==> src/jca_defines.svh <==
`ifndef JCA_DEFINES_SVH
`define JCA_DEFINES_SVH

`define JCA_CLK_MHZ         200
`define JCA_BOOT_NS         1000
`define JCA_BOOT_CYC        ((`JCA_BOOT_NS * `JCA_CLK_MHZ + 999) / 1000)
`define JCA_SYNC_DEPTH      3
`define JCA_NUM_WAIT        4
`define JCA_NUM_OUT         4
`define JCA_OP_W            3
`define JCA_OP_NOP          3'h0
`define JCA_OP_OPEN         3'h1
`define JCA_OP_CLOSE        3'h2
`define JCA_OP_WAIT_START   3'h3
`define JCA_OP_WAIT_IN      3'h4
`define JCA_OP_OUTPUT_SET   3'h5
`define JCA_OP_MARK_ON      3'h6
`define JCA_OP_MARK_OFF     3'h7
`define JCA_OUT_RESET       4'h0

`endif

==> src/jca_pkg.sv <==
package jca_pkg;
  typedef enum logic [3:0] {
    JCA_IDLE    = 4'b0001,
    JCA_RUN     = 4'b0010,
    JCA_WAIT_ST = 4'b0100,
    JCA_WAIT_IN = 4'b1000
  } jca_state_t;
endpackage : jca_pkg

==> src/jca_sync.sv <==
`timescale 1ns/1ps
`default_nettype none
module jca_sync #(
  parameter int W = 1
) (
  input  wire logic         clk,
  input  wire logic         rst_n,
  input  wire logic [W-1:0] din,
  output logic      [W-1:0] dout
);
  typedef struct packed {
    logic [W-1:0] s1;
    logic [W-1:0] s2;
    logic [W-1:0] s3;
    logic [W-1:0] q;
  } jca_sync_t;
  jca_sync_t st_reg;
  jca_sync_t st_next;

  // Only the second stage reads the first
  always_comb begin
    st_next    = st_reg;
    st_next.s1 = din;
    st_next.s2 = st_reg.s1;
    st_next.s3 = st_reg.s2;
    for (int i = 0; i < W; i++) begin
      if (st_reg.s2[i] == st_reg.s3[i]) begin
        st_next.q[i] = st_reg.s3[i];
      end
    end
  end

  always_ff @(posedge clk) begin
    if (!rst_n) begin
      st_reg <= '0;
    end else begin
      st_reg <= st_next;
    end
  end

  assign dout = st_reg.q;
endmodule : jca_sync
`default_nettype wire

==> src/jca_quad.sv <==
`timescale 1ns/1ps
`default_nettype none
module jca_quad #(
  parameter int CW = 32
) (
  input  wire logic          clk,
  input  wire logic          rst_n,
  input  wire logic          phase_a,
  input  wire logic          phase_b,
  output logic      [CW-1:0] count
);
  typedef struct packed {
    logic          a;
    logic          b;
    logic [CW-1:0] cnt;
  } jca_quad_t;
  jca_quad_t st_reg;
  jca_quad_t st_next;

  // Inputs are already synchronised; a double-phase jump is ignored
  always_comb begin
    st_next   = st_reg;
    st_next.a = phase_a;
    st_next.b = phase_b;
    if ((phase_a ^ st_reg.a) && !(phase_b ^ st_reg.b)) begin
      st_next.cnt = (phase_a ^ phase_b) ? st_reg.cnt + 1'b1 : st_reg.cnt - 1'b1;
    end else if ((phase_b ^ st_reg.b) && !(phase_a ^ st_reg.a)) begin
      st_next.cnt = (phase_a ^ phase_b) ? st_reg.cnt - 1'b1 : st_reg.cnt + 1'b1;
    end
  end

  always_ff @(posedge clk) begin
    if (!rst_n) begin
      st_reg <= '0;
    end else begin
      st_reg <= st_next;
    end
  end

  assign count = st_reg.cnt;
endmodule : jca_quad
`default_nettype wire

==> src/jca_aux_io.sv <==
// How it works
// - Wait-start instruction stalls until start input
// - Wait-input instruction stalls until named input
// - Low isolated reset forces full soft reset
// - Abort input ends job, back to idle
// - Error/ready low once boot completes
// - Error/ready high during boot and exceptions
// - Job-active high while job open, waiting too
// - Busy set on open, cleared on close
// - Marking high while marking, cleared on close
// - Output-set instruction drives four job outputs
// - Two quadrature encoder channels are received
// - Stepper link: transmit pair out, receive in
`timescale 1ns/1ps
`default_nettype none
`include "jca_defines.svh"
module jca_aux_io
  import jca_pkg::*;
#(
  parameter int BOOT_CYC = `JCA_BOOT_CYC,
  parameter int ENC_W    = 32
) (
  input  wire logic                    CLOCK,
  input  wire logic                    RESET_N,
  input  wire logic                    ISO_START_IN,
  input  wire logic                    ISO_RESET_IN_N,
  input  wire logic                    ISO_ABORT_IN,
  input  wire logic                    ISO_WAIT_IN_1,
  input  wire logic                    ISO_WAIT_IN_2,
  input  wire logic                    ISO_WAIT_IN_3,
  input  wire logic                    ISO_WAIT_IN_4,
  input  wire logic                    HW_EXCEPTION,
  input  wire logic                    INSTR_VALID,
  input  wire logic [`JCA_OP_W-1:0]    INSTR_OP,
  input  wire logic [1:0]              INSTR_SEL,
  input  wire logic [`JCA_NUM_OUT-1:0] INSTR_DATA,
  output logic                         INSTR_READY,
  output logic                         SOFT_RESET_OUT,
  output logic                         ERROR_READY_OUT_N,
  output logic                         JOB_ACTIVE_OUT,
  output logic                         BUSY_OUT,
  output logic                         MARKING_ACTIVE_OUT,
  output logic                         JOB_OUT_1,
  output logic                         JOB_OUT_2,
  output logic                         JOB_OUT_3,
  output logic                         JOB_OUT_4,
  input  wire logic                    ENC0_PHASE_A_P,
  input  wire logic                    ENC0_PHASE_B_P,
  input  wire logic                    ENC1_PHASE_A_P,
  input  wire logic                    ENC1_PHASE_B_P,
  output logic [ENC_W-1:0]             ENC0_COUNT,
  output logic [ENC_W-1:0]             ENC1_COUNT,
  input  wire logic                    STEPPER_TX_DATA,
  output logic                         STEPPER_LINK_TX_P,
  output logic                         STEPPER_LINK_TX_N,
  input  wire logic                    STEPPER_LINK_RX_P,
  output logic                         STEPPER_RX_DATA
);
  localparam int BW = $clog2(BOOT_CYC + 1);

  initial begin
    if (BOOT_CYC < 1 || ENC_W < 2) begin
      $error("jca_aux_io: bad parameters");
    end
  end

  typedef struct packed {
    jca_state_t               state;
    logic [BW-1:0]            boot_cnt;
    logic                     booted;
    logic                     soft_rst;
    logic                     instr_ready;
    logic                     err_ready_n;
    logic                     job_active;
    logic                     busy;
    logic                     marking;
    logic [`JCA_NUM_OUT-1:0]  outs;
    logic [1:0]               wait_sel;
    logic                     tx;
    logic                     rx;
  } jca_top_t;

  jca_top_t st_reg;
  jca_top_t st_next;

  logic [8:0]              sync_out;
  logic                    start_s;
  logic                    rst_iso_n_s;
  logic                    abort_s;
  logic [`JCA_NUM_WAIT-1:0] wait_s;
  logic [3:0]              enc_s;

  // Isolated inputs come from outside the clock domain
  jca_sync #(.W(9)) u_sync_ctl (
    .clk   (CLOCK),
    .rst_n (RESET_N),
    .din   ({STEPPER_LINK_RX_P, ISO_WAIT_IN_4, ISO_WAIT_IN_3, ISO_WAIT_IN_2,
             ISO_WAIT_IN_1, ISO_ABORT_IN, ~ISO_RESET_IN_N, ISO_START_IN, 1'b0}),
    .dout  (sync_out)
  );

  jca_sync #(.W(4)) u_sync_enc (
    .clk   (CLOCK),
    .rst_n (RESET_N),
    .din   ({ENC1_PHASE_B_P, ENC1_PHASE_A_P, ENC0_PHASE_B_P, ENC0_PHASE_A_P}),
    .dout  (enc_s)
  );

  assign start_s     = sync_out[1];
  assign rst_iso_n_s = ~sync_out[2];
  assign abort_s     = sync_out[3];
  assign wait_s      = sync_out[7:4];

  // Counters are flops inside the decoders
  jca_quad #(.CW(ENC_W)) u_enc0 (
    .clk     (CLOCK),
    .rst_n   (RESET_N),
    .phase_a (enc_s[0]),
    .phase_b (enc_s[1]),
    .count   (ENC0_COUNT)
  );

  jca_quad #(.CW(ENC_W)) u_enc1 (
    .clk     (CLOCK),
    .rst_n   (RESET_N),
    .phase_a (enc_s[2]),
    .phase_b (enc_s[3]),
    .count   (ENC1_COUNT)
  );

  function automatic logic job_clear(input jca_top_t s);
    return 1'b0;
  endfunction : job_clear

  always_comb begin
    st_next          = st_reg;
    st_next.tx       = STEPPER_TX_DATA;
    st_next.rx       = sync_out[8];
    st_next.soft_rst = !rst_iso_n_s;
    if (!st_reg.booted) begin
      if (st_reg.boot_cnt == BW'(BOOT_CYC - 1)) begin
        st_next.booted = 1'b1;
      end else begin
        st_next.boot_cnt = st_reg.boot_cnt + 1'b1;
      end
    end
    // Exception wins over ready so a fault is never hidden
    st_next.err_ready_n = !st_next.booted || HW_EXCEPTION;
    st_next.instr_ready = 1'b0;
    if (!rst_iso_n_s) begin
      // Soft reset reboots; outputs also return to reset level
      st_next             = '0;
      st_next.state       = JCA_IDLE;
      st_next.err_ready_n = 1'b1;
      st_next.soft_rst    = 1'b1;
      st_next.outs        = `JCA_OUT_RESET;
      st_next.tx          = STEPPER_TX_DATA;
      st_next.rx          = sync_out[8];
    end else if (abort_s) begin
      st_next.state      = JCA_IDLE;
      st_next.job_active = 1'b0;
      st_next.busy       = 1'b0;
      st_next.marking    = 1'b0;
    end else if (st_reg.booted) begin
      case (st_reg.state)
        JCA_WAIT_ST: begin
          if (start_s) begin
            st_next.state = JCA_RUN;
          end
        end
        JCA_WAIT_IN: begin
          if (wait_s[st_reg.wait_sel]) begin
            st_next.state = JCA_RUN;
          end
        end
        JCA_IDLE, JCA_RUN: begin
          st_next.instr_ready = 1'b1;
          if (INSTR_VALID && st_reg.instr_ready) begin
            // At least one idle cycle after each take keeps the source paced
            st_next.instr_ready = 1'b0;
            case (INSTR_OP)
              `JCA_OP_OPEN: begin
                st_next.state      = JCA_RUN;
                st_next.busy       = 1'b1;
                st_next.job_active = 1'b1;
              end
              `JCA_OP_CLOSE: begin
                st_next.state      = JCA_IDLE;
                st_next.busy       = 1'b0;
                st_next.job_active = 1'b0;
                st_next.marking    = 1'b0;
              end
              `JCA_OP_WAIT_START: begin
                if (st_reg.state == JCA_RUN) begin
                  st_next.state       = JCA_WAIT_ST;
                  st_next.instr_ready = 1'b0;
                end
              end
              `JCA_OP_WAIT_IN: begin
                if (st_reg.state == JCA_RUN) begin
                  st_next.state       = JCA_WAIT_IN;
                  st_next.wait_sel    = INSTR_SEL;
                  st_next.instr_ready = 1'b0;
                end
              end
              `JCA_OP_OUTPUT_SET: begin
                // Only honoured inside a job
                if (st_reg.state == JCA_RUN) begin
                  st_next.outs = INSTR_DATA;
                end
              end
              `JCA_OP_MARK_ON: begin
                if (st_reg.state == JCA_RUN) begin
                  st_next.marking = 1'b1;
                end
              end
              `JCA_OP_MARK_OFF: begin
                st_next.marking = 1'b0;
              end
              default: begin
              end
            endcase
          end
        end
        default: begin
          st_next.state = JCA_IDLE;
        end
      endcase
    end
  end

  always_ff @(posedge CLOCK) begin
    if (!RESET_N) begin
      st_reg             <= '0;
      st_reg.state       <= JCA_IDLE;
      st_reg.err_ready_n <= 1'b1;
      st_reg.outs        <= `JCA_OUT_RESET;
    end else begin
      st_reg <= st_next;
    end
  end

  assign INSTR_READY        = st_reg.instr_ready;
  assign SOFT_RESET_OUT     = st_reg.soft_rst;
  assign ERROR_READY_OUT_N  = st_reg.err_ready_n;
  assign JOB_ACTIVE_OUT     = st_reg.job_active;
  assign BUSY_OUT           = st_reg.busy;
  assign MARKING_ACTIVE_OUT = st_reg.marking;
  assign JOB_OUT_1          = st_reg.outs[0];
  assign JOB_OUT_2          = st_reg.outs[1];
  assign JOB_OUT_3          = st_reg.outs[2];
  assign JOB_OUT_4          = st_reg.outs[3];
  // Pair is driven complementary from one flop
  assign STEPPER_LINK_TX_P  = st_reg.tx;
  assign STEPPER_LINK_TX_N  = ~st_reg.tx;
  assign STEPPER_RX_DATA    = st_reg.rx;
endmodule : jca_aux_io
`default_nettype wire

==> config.mk <==
export PLATFORM = sky130hd
export DESIGN_NAME = jca_aux_io
export DESIGN_NICKNAME = d
export VERILOG_FILES = /design/src/jca_pkg.sv /design/src/jca_sync.sv /design/src/jca_quad.sv /design/src/jca_aux_io.sv
export VERILOG_INCLUDE_DIRS = /design/src /design/src/src
export SDC_FILE = /design/constraint.sdc
export NUM_CORES = 1
export LEC_CHECK = 0
export BUFFER_PORTS_ARGS = -buffer_cell sky130_fd_sc_hd__buf_2
export CORE_MARGIN = 3
export CORE_UTILIZATION = 40
export CTS_CLUSTER_DIAMETER = 50
export DETAILED_ROUTE_END_ITERATION = 12
export PLACE_DENSITY_LB_ADDON = 0.3
export SYNTH_ARGS = -nofsm -noshare
export SYNTH_HDL_FRONTEND = slang
export SYNTH_SLANG_ARGS = --single-unit
==> constraint.sdc <==
create_clock -name CLOCK -period 3 [get_ports CLOCK]
set_clock_uncertainty 0.15 [all_clocks]
set_input_delay 0.15 -clock CLOCK [delete_from_list [all_inputs] [get_ports CLOCK]]
set_output_delay 0.15 -clock CLOCK [all_outputs]
set_load 0.01 [all_outputs]
# After elaboration in Yosys (flattened, before gate mapping)
# Index checks and enable logic that the tools add are counted.
# classes
addsub,5
order_cmp,1
n_eq_ne,31
mux,24
bitwise,13
reduce_logical,26
# op_table
operator,count
2-to-1 mux 32 bit,8
adder 32 x 1 -> 32 bit (second input constant),2
subtractor 32 x 1 -> 32 bit (second input constant),2
2-to-1 mux 4 bit,5
case mux 4 bit (4 select lines),1
== test 1 bit,12
== test 3 bit (second input constant),4
case mux 4 bit (3 select lines),1
AND reduction 6 bit,2
adder 8 x 1 -> 8 bit (second input constant),1
== test 8 bit (second input constant),1
nonzero test 2 bit,4
NOT 1 bit,7
AND reduction 7 bit,1
== test 3 x 2 -> 1 bit (second input constant),2
2-to-1 mux 1 bit,6
inequality test 2 bit (second input constant),3
inequality test 3 bit (second input constant),2
OR reduction 2 bit,3
XOR 1 bit,6
logical AND 1 bit,5
logical NOT 1 bit,5
inequality test 5 x 1 -> 1 bit (second input constant),1
AND reduction 5 bit,1
15 further kinds,15
# word_totals
regBits,146
inputBits,26
output_inout_bits,77
wordCells,138

# Depth between registers and ports, before layout
# Gate-level depths: netlist of run 1.
# depth
depth_word,5
ltp_mapped,10
depth_no_buf,7

# Modules after synthesis
# Synthesis of run 1 repeated with hierarchy kept, for this count alone.
# hier_totals
cells_unflattened,918
area_unflattened_um2,7860.0
# by_module_without_submodules
module,instances,cells_each,area_per_inst_um2,seq_area_each_um2
jca_quad,2,307,2426.1,680.7
jca_aux_io,1,157,1357.6,520.5
jca_sync at u_sync_ctl,1,102,1138.6,720.7
jca_sync at u_sync_enc,1,45,511.7,320.3

# Worst setup path before layout of run 1
# No wires, ideal clock.
# synth_timing
path_kind,register to register
from,reg u_sync_enc.st_reg (netlist bit u_sync_enc.dout[2])
to,reg u_enc1.st_reg (netlist bit u_enc1.count[9])
setup_ns,0.074
arrival_time_ns,2.407
required_ns,2.776
setup_slack_ns,0.369
path_stages_with_launch,9
path_buffers,1
period_less_slack_ns,2.631
path_cell_list,dfxtp_1 -> clkbuf_1 -> xor2_1 -> ha_1 -> xor3_1 -> nor4_1 -> nand3_1 -> a2111o_1 -> o21ai_0
# synth_via
elab_chain_len,4
elab_cells_between_ends,10
cone_classes,4 x mux; 2 x bitwise; 4 x reduce/logical
# synth_lines
element,line,rtl
"start, declared",jca_sync.sv:17,jca_sync_t st_reg;
"start signal, assigned",jca_sync.sv:37,st_reg <= st_next;
"XOR 1 bit, on equally long branches",--,
2-to-1 mux 32 bit / logical NOT 1 bit (equally long branches),"jca_quad.sv:28, jca_quad.sv:27",
2-to-1 mux 32 bit / logical AND 1 bit (equally long branches),jca_quad.sv:27,end else if ((phase_b ^ st_reg.b) && !(phase_a ^ st_reg.a)) begin
2-to-1 mux 32 bit / nonzero test 2 bit (equally long branches),--,
"end signal, assigned",jca_quad.sv:36,st_reg <= st_next;
"end, declared",jca_quad.sv:17,jca_quad_t st_reg;
# Parallel ways exist; a longest one is shown, timed or not. The select of a mux whose other input is x is not followed.
# A chain may end at the register's enable or synchronous reset.

# Final worst setup path of run 1
# layout_timing
from,reg u_enc0.st_reg (netlist bit u_enc0.count[4])
to,reg u_enc0.st_reg (netlist bit u_enc0.count[26])
# layout_via
elab_chain_len,4
elab_cells_between_ends,6
cone_classes,2 x add/sub; 4 x mux
# layout_lines
element,line,rtl
"start, declared",jca_quad.sv:17,
"start signal, assigned",jca_quad.sv:36,
adder 32 x 1 -> 32 bit / subtractor 32 x 1 -> 32 bit (equally long branches),"jca_quad.sv:26, jca_quad.sv:28",
2-to-1 mux 32 bit,jca_quad.sv:28,st_next.cnt = (phase_a ^ phase_b) ? st_reg.cnt - 1'b1 : st_reg.cnt + 1'b1;
2-to-1 mux 32 bit,jca_quad.sv:27,
2-to-1 mux 32 bit (*),jca_quad.sv:25,if ((phase_a ^ st_reg.a) && !(phase_b ^ st_reg.b)) begin
# Mark *: on every way between the ends. The rest lies on a longest branch, timed or not. The select of a mux whose other input is x is not followed.

==> results.toml, run 1 <==
[synth]
syn_nets = 993
synth_top_family_by_area = "simple AND/OR/NAND/NOR gates"
synth_simple_gate_area_share_pct = 32.3
ys_seq_elements = 142
synth.avg_cell_area_um2 = 8.21
syn-cell-area_um2 = 7880
synthCells = 960
postSynth.asyncResetShare_pct = 0
ys.warnings.count = 0
synth-compound-area-share_pct = 11.0
synthDistinctLibCells = 69
seq_area_frac_synth_pct = 36.1
muxShareOfSynthArea_pct = 4.60
synth_edf_count = 0
synth_ff_type = "dfxtp_1"
synth_xor_area_share_pct = 4.95
synth-adder-area-share_pct = 1.11

[layout]
area_growth_pct = 13.8
multi_input_area_um2 = 4250
drive_above_1_share_pct = 16.7
diodes = 0
fill_cells = 1913
nets = 1034
register_area_um2 = 2840

[die]
coreArea_um2 = 19000
dieHeight_um = 146
ioPinCount = 103
die_area_um2 = 21400
start_util_pct = 41.4
die_w_um = 146
row_count = 50

[route]
drt_iter0_markers = 559
routedWlPerCell_um = 15.3
first_pass_iters = 5
drc = 0
final_antenna_net_count = 0
vias_per_cell = 5.47
vias = 6969
wl_um = 19400

[worst_setup_path]
worstPathArrival_ps = 2840
cp.required_ps = 3190
end_kind = "register"
worst-path-max-fanout = 10
worstSetupPathType = "register to register"
rr_endpoint = "u_enc0.count[26]"
reg2reg_depth = 5
r2r-start = "u_enc0.count[4]"
r2r_slack_ps = 360
cp-start-kind = "register"

[timing]
setup_violations = 0
hold_violations = 0
rsz0062_at_grt = "no"
fin_crit_ps = 2640
holdWs_ps = 64.6
period_share_pct = 88.0
worstMarginPinSlew_ps = 678
relSlewSlack_pct = 54.8
tns_ps = 0
max_freq_ghz = 0.379
slew_viol_final = 0

[placement]
place_hpwl_um = 13400
gp_congestion = 0.895
io_buffers = 102

[run]
drv_cap = 0

[clocking]
cts_resized = 0
clock_latency_ps = 410
cts.sinks = 142
clk_pin_slew_worst_paths_ps = 60
clock_path_buffers = 2
cts_buffers = 17
htreeDepth = 4
cts_setup_buffers = 0
cts_root_buf = "clkbuf_16"
cts_hold_buf = 24
cts_tree = "done"

[grt]
grt_max_degree = 45
grt_antenna_before_repair = 0
globalRouteTotalUtil_pct = 18.1
grt_pass1_wl_um = 32400
overflow = 0
grt_pass1_vias = 6457

[hold_path]
hp-start = "INSTR_OP[0]"
hold_path_class = "primary input to register"
min_path_cells = 4
min_to = "MARKING_ACTIVE_OUT"

[pwr]
irDropWorstVdd_mv = 0.398
p_per_area_nw_per_um2 = 471
leakagePower_uw = 0.00354

[run_status]
outcome = "completed"
==> metrics by stage <==
stage | total power, uW | cells | area (um^2) | worst slack, ps | utilization (%)
3_5_place_dp | 2180 | 1218 | 8160 | 398 | 42.9
5_1_grt | 4410 | 1273 | 8970 | 138 | 47.2
6_report | 4230 | 1273 | 8970 | 360 | 47.2
3_3_place_gp | 2180 | 1218 | 8160 | 439 | 42.9
2_1_floorplan | 2130 | 960 | 7880 | 369 | -
4_1_cts | 4290 | 1273 | 8970 | 370 | 47.2
==> worst max-delay path, cell delays in order, from the launching register on <==
cell and delay, ps:
dfxtp_1 400, or4_4 590, or4b_4 590, or3_4 390, o32ai_2 230, mux2i_1 220
==> metal layers <==
layer  wire, um  GRT usage [%]  vias up
li1           -              -     3454
met3       1160           4.16       18
met2       8940           28.7      224
met1       9100           24.8     3273
met5          0              0        -
met4        210           5.22        0
==> kinds of logic (layout without fill, tap and decap cells) <==
family | after synthesis | after routing
flip-flops | 142 | 142
buffers and inverters | 142 | 195
XOR/XNOR | 38 | 38
multiplexers | 35 | 35
adder cells (fa/ha/maj) | 7 | 7
AO/OA/AOI/OAI | 135 | 135
AND/OR/NAND/NOR | 461 | 461
==> cells in the final DEF, fill, tap and decap left out, drive strengths merged, types with 7 or more instances in the layout <==
| cell type | n |
|---|---|
| nand2b | 27 |
| clkbuf | 21 |
| and3 | 23 |
| xnor2 | 21 |
| nand3 | 40 |
| nor2 | 70 |
| and2 | 50 |
| nand4b | 7 |
| nand2 | 76 |
| nor3 | 29 |
| dlygate4sd3 | 24 |
| or4 | 12 |
| inv | 17 |
| o21ai | 27 |
| clkinv | 7 |
| nand4 | 34 |
| a21oi | 52 |
| or3 | 22 |
| ha | 7 |
| buf | 123 |
| nor4 | 31 |
| and4 | 7 |
| xor2 | 13 |
| mux2i | 34 |
| dfxtp | 142 |
==> report_power, final <==
| group | switching [uW] | total, uW | internal (uW) |
|---|---|---|---|
| clock | 800 | 2060 | 1260 |
| sequential | 29.2 | 1950 | 1920 |
| combinational | 119 | 219 | 99.9 |
==> cell usage after synthesis (all sizes together), types with 4 or more instances <==
library cell | count | area share (%)
dfxtp | 142 | 36
nand2 | 76 | 3.6
buf | 74 | 6.7
nor2 | 70 | 3.3
a21oi | 52 | 3.3
clkbuf | 51 | 2.4
and2 | 50 | 4.0
nand3 | 40 | 2.5
mux2i | 34 | 4.3
nand4 | 34 | 2.7
nor4 | 31 | 2.5
nor3 | 29 | 1.8
nand2b | 27 | 2.1
o21ai | 27 | 1.7
and3 | 23 | 1.8
or3 | 22 | 1.8
xnor2 | 21 | 2.3
inv | 17 | 0.81
xor2 | 13 | 1.4
or4 | 12 | 1.2
and4 | 7 | 0.79
ha | 7 | 1.1
nand4b | 7 | 0.78
a31oi | 6 | 0.48
a32oi | 6 | 0.67
nor2b | 6 | 0.48
or2 | 6 | 0.48
nand3b | 5 | 0.48
nor3b | 5 | 0.48
nor4b | 5 | 0.63
a22oi | 4 | 0.38
o21a | 4 | 0.38
o32ai | 4 | 0.54
==> how the worst max path moves through the flow <==
stage / startpoint / end / slack [ps] / depth (start not counted)
after floorplan: u_sync_enc.dout[2] / u_enc1.count[9] / 370 / 8
after detailed placement: u_enc0.count[4] / u_enc0.count[26] / 400 / 5
after global placement: u_enc0.count[4] / u_enc0.count[26] / 440 / 5
after CTS: u_enc0.count[4] / u_enc0.count[26] / 370 / 5
final: u_enc0.count[4] / u_enc0.count[26] / 360 / 5
after global routing: u_sync_enc.dout[2] / u_enc1.count[26] / 140 / 8
==> area by class of cell <==
cell class                      count  share of cell area [%]
Multi-Input combinational cell    676                    47.4
Sequential cell                   142                    31.7
Timing Repair Buffer              147                    10.2
Clock buffer                       21                    5.13
Tap cell                          260                    3.63
Clock inverter                     10                    1.27
Inverter                           17                   0.711
(Power assumes the default switching activity.)
==> inputs of run 2 (changes only) <==
--- a/config.mk
+++ b/config.mk
@@ -7,11 +7,13 @@
 export NUM_CORES = 1
 export LEC_CHECK = 0
 export BUFFER_PORTS_ARGS = -buffer_cell sky130_fd_sc_hd__buf_2
+export CAP_MARGIN = 10
 export CORE_MARGIN = 3
 export CORE_UTILIZATION = 40
 export CTS_CLUSTER_DIAMETER = 50
 export DETAILED_ROUTE_END_ITERATION = 12
 export PLACE_DENSITY_LB_ADDON = 0.3
+export REMOVE_ABC_BUFFERS = 1
 export SYNTH_ARGS = -nofsm -noshare
 export SYNTH_HDL_FRONTEND = slang
 export SYNTH_SLANG_ARGS = --single-unit
==> run 2 against run 1 <==
  * Sequential share of layout area grew 0.058 points
  * Combinational power is essentially flat
  * Die area is the same
  * Largest cell class unchanged
==> results.toml, run 2 (same netlist as run 1, synthesis figures left out) <==
[pwr]
internal-power_uw = 3200
sequentialPowerShare_pct = 46.3
comb_power_share_pct = 5.2
p_switching_uw = 1010
irDropWorstVdd_mv = 0.352
p_total_uw = 4210
switching_share_pct = 24.0
leakagePower_uw = 0.00353
p_per_area_nw_per_um2 = 470
p_clk_share_pct = 48.5

[worst_setup_path]
r2r_slack_ps = 250
end_kind = "register"
r2r-start = "u_sync_enc.dout[0]"
cp.required_ps = 3190
worstPathArrival_ps = 2940
rr_endpoint = "u_enc0.count[28]"
worstSetupPathType = "register to register"
cp-start-kind = "register"
worst-path-max-fanout = 13
reg2reg_depth = 7

[timing]
relSlewSlack_pct = 53.6
holdWs_ps = 48.6
slew_viol_final = 0
rsz0062_at_grt = "no"
setup_violations = 0
period_share_pct = 91.6
fin_crit_ps = 2750
worstMarginPinSlew_ps = 690
hold_violations = 0
max_freq_ghz = 0.364
tns_ps = 0

[clocking]
cts_tree = "done"
htreeDepth = 4
cts_root_buf = "clkbuf_16"
clk_pin_slew_worst_paths_ps = 60
cts_resized = 0
cts.sinks = 142
cts_buffers = 17
clock_latency_ps = 420
clock_path_buffers = 2
cts_setup_buffers = 0

[route]
vias_per_cell = 5.44
routedWlPerCell_um = 15.2
final_antenna_net_count = 0
vias = 6926
first_pass_iters = 5
drt_iter0_markers = 401
drc = 0
wl_um = 19300

[hold_path]
hp-start = "RESET_N"
hold_path_class = "primary input to register"
min_to = "u_enc1.count[19]"
min_path_cells = 2

[die]
coreArea_um2 = 19000
row_count = 50
die_area_um2 = 21400
die_w_um = 146
ioPinCount = 103
dieHeight_um = 146
start_util_pct = 41.4

[layout]
layout_common_cells = "142 x dfxtp_1, 101 x buf_2, 76 x nand2_1"
final_util_pct = 47.1
area_growth_pct = 13.6
fill_cells = 1916
nets = 1033
layout_commonest_cell = "dfxtp_1"
finalNonFillerCells = 1272
drive_above_1_share_pct = 16.9
diodes = 0

[placement]
dp.cells = 1218
io_buffers = 102
gp_congestion = 0.890
place_hpwl_um = 13400

[grt]
globalRouteTotalUtil_pct = 18.0
overflow = 0
grt_max_degree = 41
grt_antenna_before_repair = 0
grt_pass1_vias = 6403
grt_pass1_wl_um = 32500

[run]
drv_cap = 0

[run_status]
outcome = "completed"
run 2: cell count changes in the layout (fill, tap and decap cells not counted):
cell           before  now
bufinv_16           2    1
clkbuf_1            2    1
clkbuf_8            2    1
clkinv_1            1    0
clkinv_2            4    0
clkinv_4            2    3
dlygate4sd3_1      24   23
inv_2               0    1
inv_6               1    7
run 2: worst max-delay path by stage:
stage / from / endpoint / slack [ps] / cells past startpoint
after floorplan: u_sync_enc.dout[2] / u_enc1.count[9] / 350 / 7
after global placement: u_sync_enc.dout[1] / u_enc0.count[28] / 400 / 7
after detailed placement: u_sync_enc.dout[0] / u_enc0.count[24] / 320 / 7
after CTS: u_sync_enc.dout[0] / u_enc0.count[24] / 300 / 7
after global routing: u_sync_enc.dout[0] / u_enc0.count[28] / 30 / 7
final: u_sync_enc.dout[0] / u_enc0.count[28] / 250 / 7
run 2: what timing repair did:
item / 4_1_cts / 5_1_grt
setup endpoints to repair: 0 / 0
hold buffers: 23 / 0
hold endpoints to repair: 23 / 0
run 2: critical path, stage by stage, from the launching register on:
cell and delay (ps):
dfxtp_1 410, xor2_1 200, ha_1 210, xor3_1 430, nor4_1 460, nand3_1 220
a221oi_1 380, mux2i_1 210
run 2: cell type report:
class / count / area (um^2) / share of cell area (%)
flip-flops and latches: 142 / 2840 / 31.7
inverters: 17 / 63.8 / 0.713
clock buffers: 19 / 443 / 4.95
repair buffers: 146 / 901 / 10.1
multi-input cells: 676 / 4250 / 47.5
clock inverters: 12 / 125 / 1.40
well taps: 260 / 325 / 3.63
run 2: through the flow:
step	setup WS (ps)	area, um^2
3_3_place_gp	396	8160
2_1_floorplan	348	7160
5_1_grt	32.6	8950
4_1_cts	297	8950
6_report	253	8950
3_5_place_dp	321	8160
run 2: routing by layer:
metal	track usage (%)	share of wire, %
met1	24.7	47
met2	28.7	47
met3	3.79	4.9
met4	5.69	1.1
met5	0	0
run 2: power groups by stage:
| stage | clock network, uW | logic, uW | registers [uW] |
|---|---|---|---|
| 6_report | 2040 | 219 | 1950 |
| 2_1_floorplan | 0 | 107 | 1980 |
| 4_1_cts | 2110 | 221 | 1950 |
| 3_5_place_dp | 0 | 196 | 1990 |
| 3_3_place_gp | 0 | 194 | 1990 |
| 5_1_grt | 2190 | 248 | 1950 |
==> inputs of run 3 (changes only) <==
==> constraint.sdc (replaced) <==
create_clock -name CLOCK -period 3 [get_ports CLOCK]
set_clock_uncertainty 0.15 [all_clocks]
set_input_delay 0 -clock CLOCK [delete_from_list [all_inputs] [get_ports CLOCK]]
set_output_delay 0 -clock CLOCK [all_outputs]
set_load 0.01 [all_outputs]
==> run 3 against run 2 <==
  * Flip-flop and latch count stayed put
  * Routed wire length is 1.2% lower
  * Global-route usage is 0.29 points lower
  * Highest routed layer unchanged
  * Critical path depth stayed put
  * Design area is 1.8% higher
  * Final cell count is 1.0% higher
  * Utilization is 0.84 points higher
  * Critical endpoint is now u_enc0.count[11]
  * First-iteration DRC count is 31% higher
  * Via count is 0.87% higher
  * Die area stayed put
==> results.toml, run 3 (same netlist as run 1, synthesis figures left out) <==
[layout]
fill_cells = 1897
layout_common_cells = "142 x dfxtp_1, 101 x buf_2, 76 x nand2_1"
area_growth_pct = 15.6
diodes = 0
nets = 1045
drive_above_1_share_pct = 16.6
layout_commonest_cell = "dfxtp_1"

[worst_setup_path]
worstSetupPathType = "register to register"
r2r-start = "u_sync_enc.dout[1]"
worst-path-max-fanout = 11
worstPathArrival_ps = 2930
end_kind = "register"
crit_slowest_cell = "nor4_1"
rr_endpoint = "u_enc0.count[11]"
worst_path_largest_cell_delay_ps = 600
reg2reg_depth = 7
cp.required_ps = 3190
r2r_slack_ps = 260
cp-start-kind = "register"
critical_path.cell_chain = "xnor2_1 -> ha_1 -> xor3_1 -> nor4_1 -> a22oi_1 -> or3_1 -> a21oi_1"

[grt]
overflow = 0
grt_max_degree = 62
grt_antenna_before_repair = 0
globalRouteTotalUtil_pct = 17.8
grt_pass1_wl_um = 32300
grt_pass1_vias = 6495

[pwr]
leakagePower_uw = 0.00361
p_total_uw = 4290
irDropWorstVdd_mv = 0.354
p_per_area_nw_per_um2 = 470

[placement]
io_buffers = 102
gp_congestion = 0.870
place_hpwl_um = 13100

[clocking]
clk_pin_slew_worst_paths_ps = 70
cts.sinks = 142
cts_tree = "done"
cts_setup_buffers = 0
cts_buffers = 17
cts_resized = 0
clock_latency_ps = 420
clock_path_buffers = 2
cts_root_buf = "clkbuf_16"
htreeDepth = 4

[die]
ioPinCount = 103
die_area_um2 = 21400
coreArea_um2 = 19000
die_w_um = 146
dieHeight_um = 146
start_util_pct = 41.4
row_count = 50

[timing]
rsz0062_at_grt = "no"
worstMarginPinSlew_ps = 707
period_share_pct = 91.2
tns_ps = 0
max_freq_ghz = 0.366
fin_crit_ps = 2740
relSlewSlack_pct = 52.4
hold_violations = 0
setup_violations = 0
slew_viol_final = 0

[run]
drv_cap = 0

[route]
vias_per_cell = 5.44
vias = 6986
wl_um = 19100
first_pass_iters = 5
final_antenna_net_count = 0
drc = 0
drt_iter0_markers = 524
routedWlPerCell_um = 14.8

[run_status]
outcome = "completed"

[hold_path]
min_to = "u_sync_ctl.st_next[20]"
hold_path_class = "primary input to register"
hp-start = "ISO_RESET_IN_N"
min_path_cells = 3
run 3: cell types whose count changed in the layout (fill, tap and decap cells not counted):
cell / before / now
buf_12: 0 / 1
buf_4: 22 / 18
clkbuf_1: 1 / 0
clkbuf_8: 1 / 0
clkinv_2: 0 / 1
clkinv_4: 3 / 1
dlygate4sd3_1: 23 / 38
inv_6: 7 / 5
inv_8: 0 / 6
run 3: metal layers:
metal / global-route usage [%] / up-vias / wire length (um)
li1: - / 3490 / -
met1: 24.0 / 3305 / 8950
met2: 28.8 / 183 / 9050
met3: 3.79 / 8 / 942
met4: 4.84 / 0 / 115
met5: 0 / - / 0
run 3: worst max-delay path by stage:
stage	end	depth (start not counted)	startpoint	slack (ps)
6_report	u_enc0.count[11]	7	u_sync_enc.dout[1]	260
5_1_grt	u_enc0.count[11]	7	u_sync_enc.dout[1]	100
4_1_cts	u_enc0.count[9]	7	u_sync_enc.dout[1]	310
3_5_place_dp	u_enc0.count[9]	7	u_sync_enc.dout[1]	330
3_3_place_gp	u_enc0.count[9]	7	u_sync_enc.dout[1]	350
2_1_floorplan	u_enc1.count[9]	7	u_sync_enc.dout[2]	350
run 3: final cells by class:
type | instances | area (um^2) | share of cell area, %
flip-flops and latches | 142 | 2840 | 31.2
multi-input cells | 676 | 4250 | 46.7
inverters | 17 | 63.8 | 0.700
clock buffers | 17 | 425 | 4.67
clock inverters | 15 | 163 | 1.78
well taps | 260 | 325 | 3.57
repair buffers | 158 | 1040 | 11.4
run 3: where the power goes:
part	switching, uW	total [uW]	internal [uW]
logic	118	227	109
registers	29.3	1950	1920
clock network	924	2110	1190
total	1070	4290	3210
run 3: critical path, delay by kind of cell, from the launching register on:
family,cells,cell delay [ps]
AOI/OAI and AO/OA,2,350
and+or+nand+nor,2,930
DFF,1,450
adders and majority gates,1,210
xor gates and xnor gates,2,560
run 3: timing repair:
item | CTS | global route
setup endpoints to repair | 0 | 0
endpoints found under the hold margin | 55 | 0
hold buffers | 38 | 0
run 3: through the flow:
stage | cells | area (um^2) | setup WS, ps | utilization (%) | hold slack, ps
global route | 1285 | 9110 | 101 | 47.9 | 123
finish | 1285 | 9110 | 264 | 47.9 | 117
detailed placement | 1215 | 8150 | 332 | 42.8 | 5.06
floorplan | 835 | 7160 | 348 | - | -83.3
CTS | 1285 | 9110 | 314 | 47.9 | 95.4
global placement | 1215 | 8150 | 350 | 42.8 | 4.19
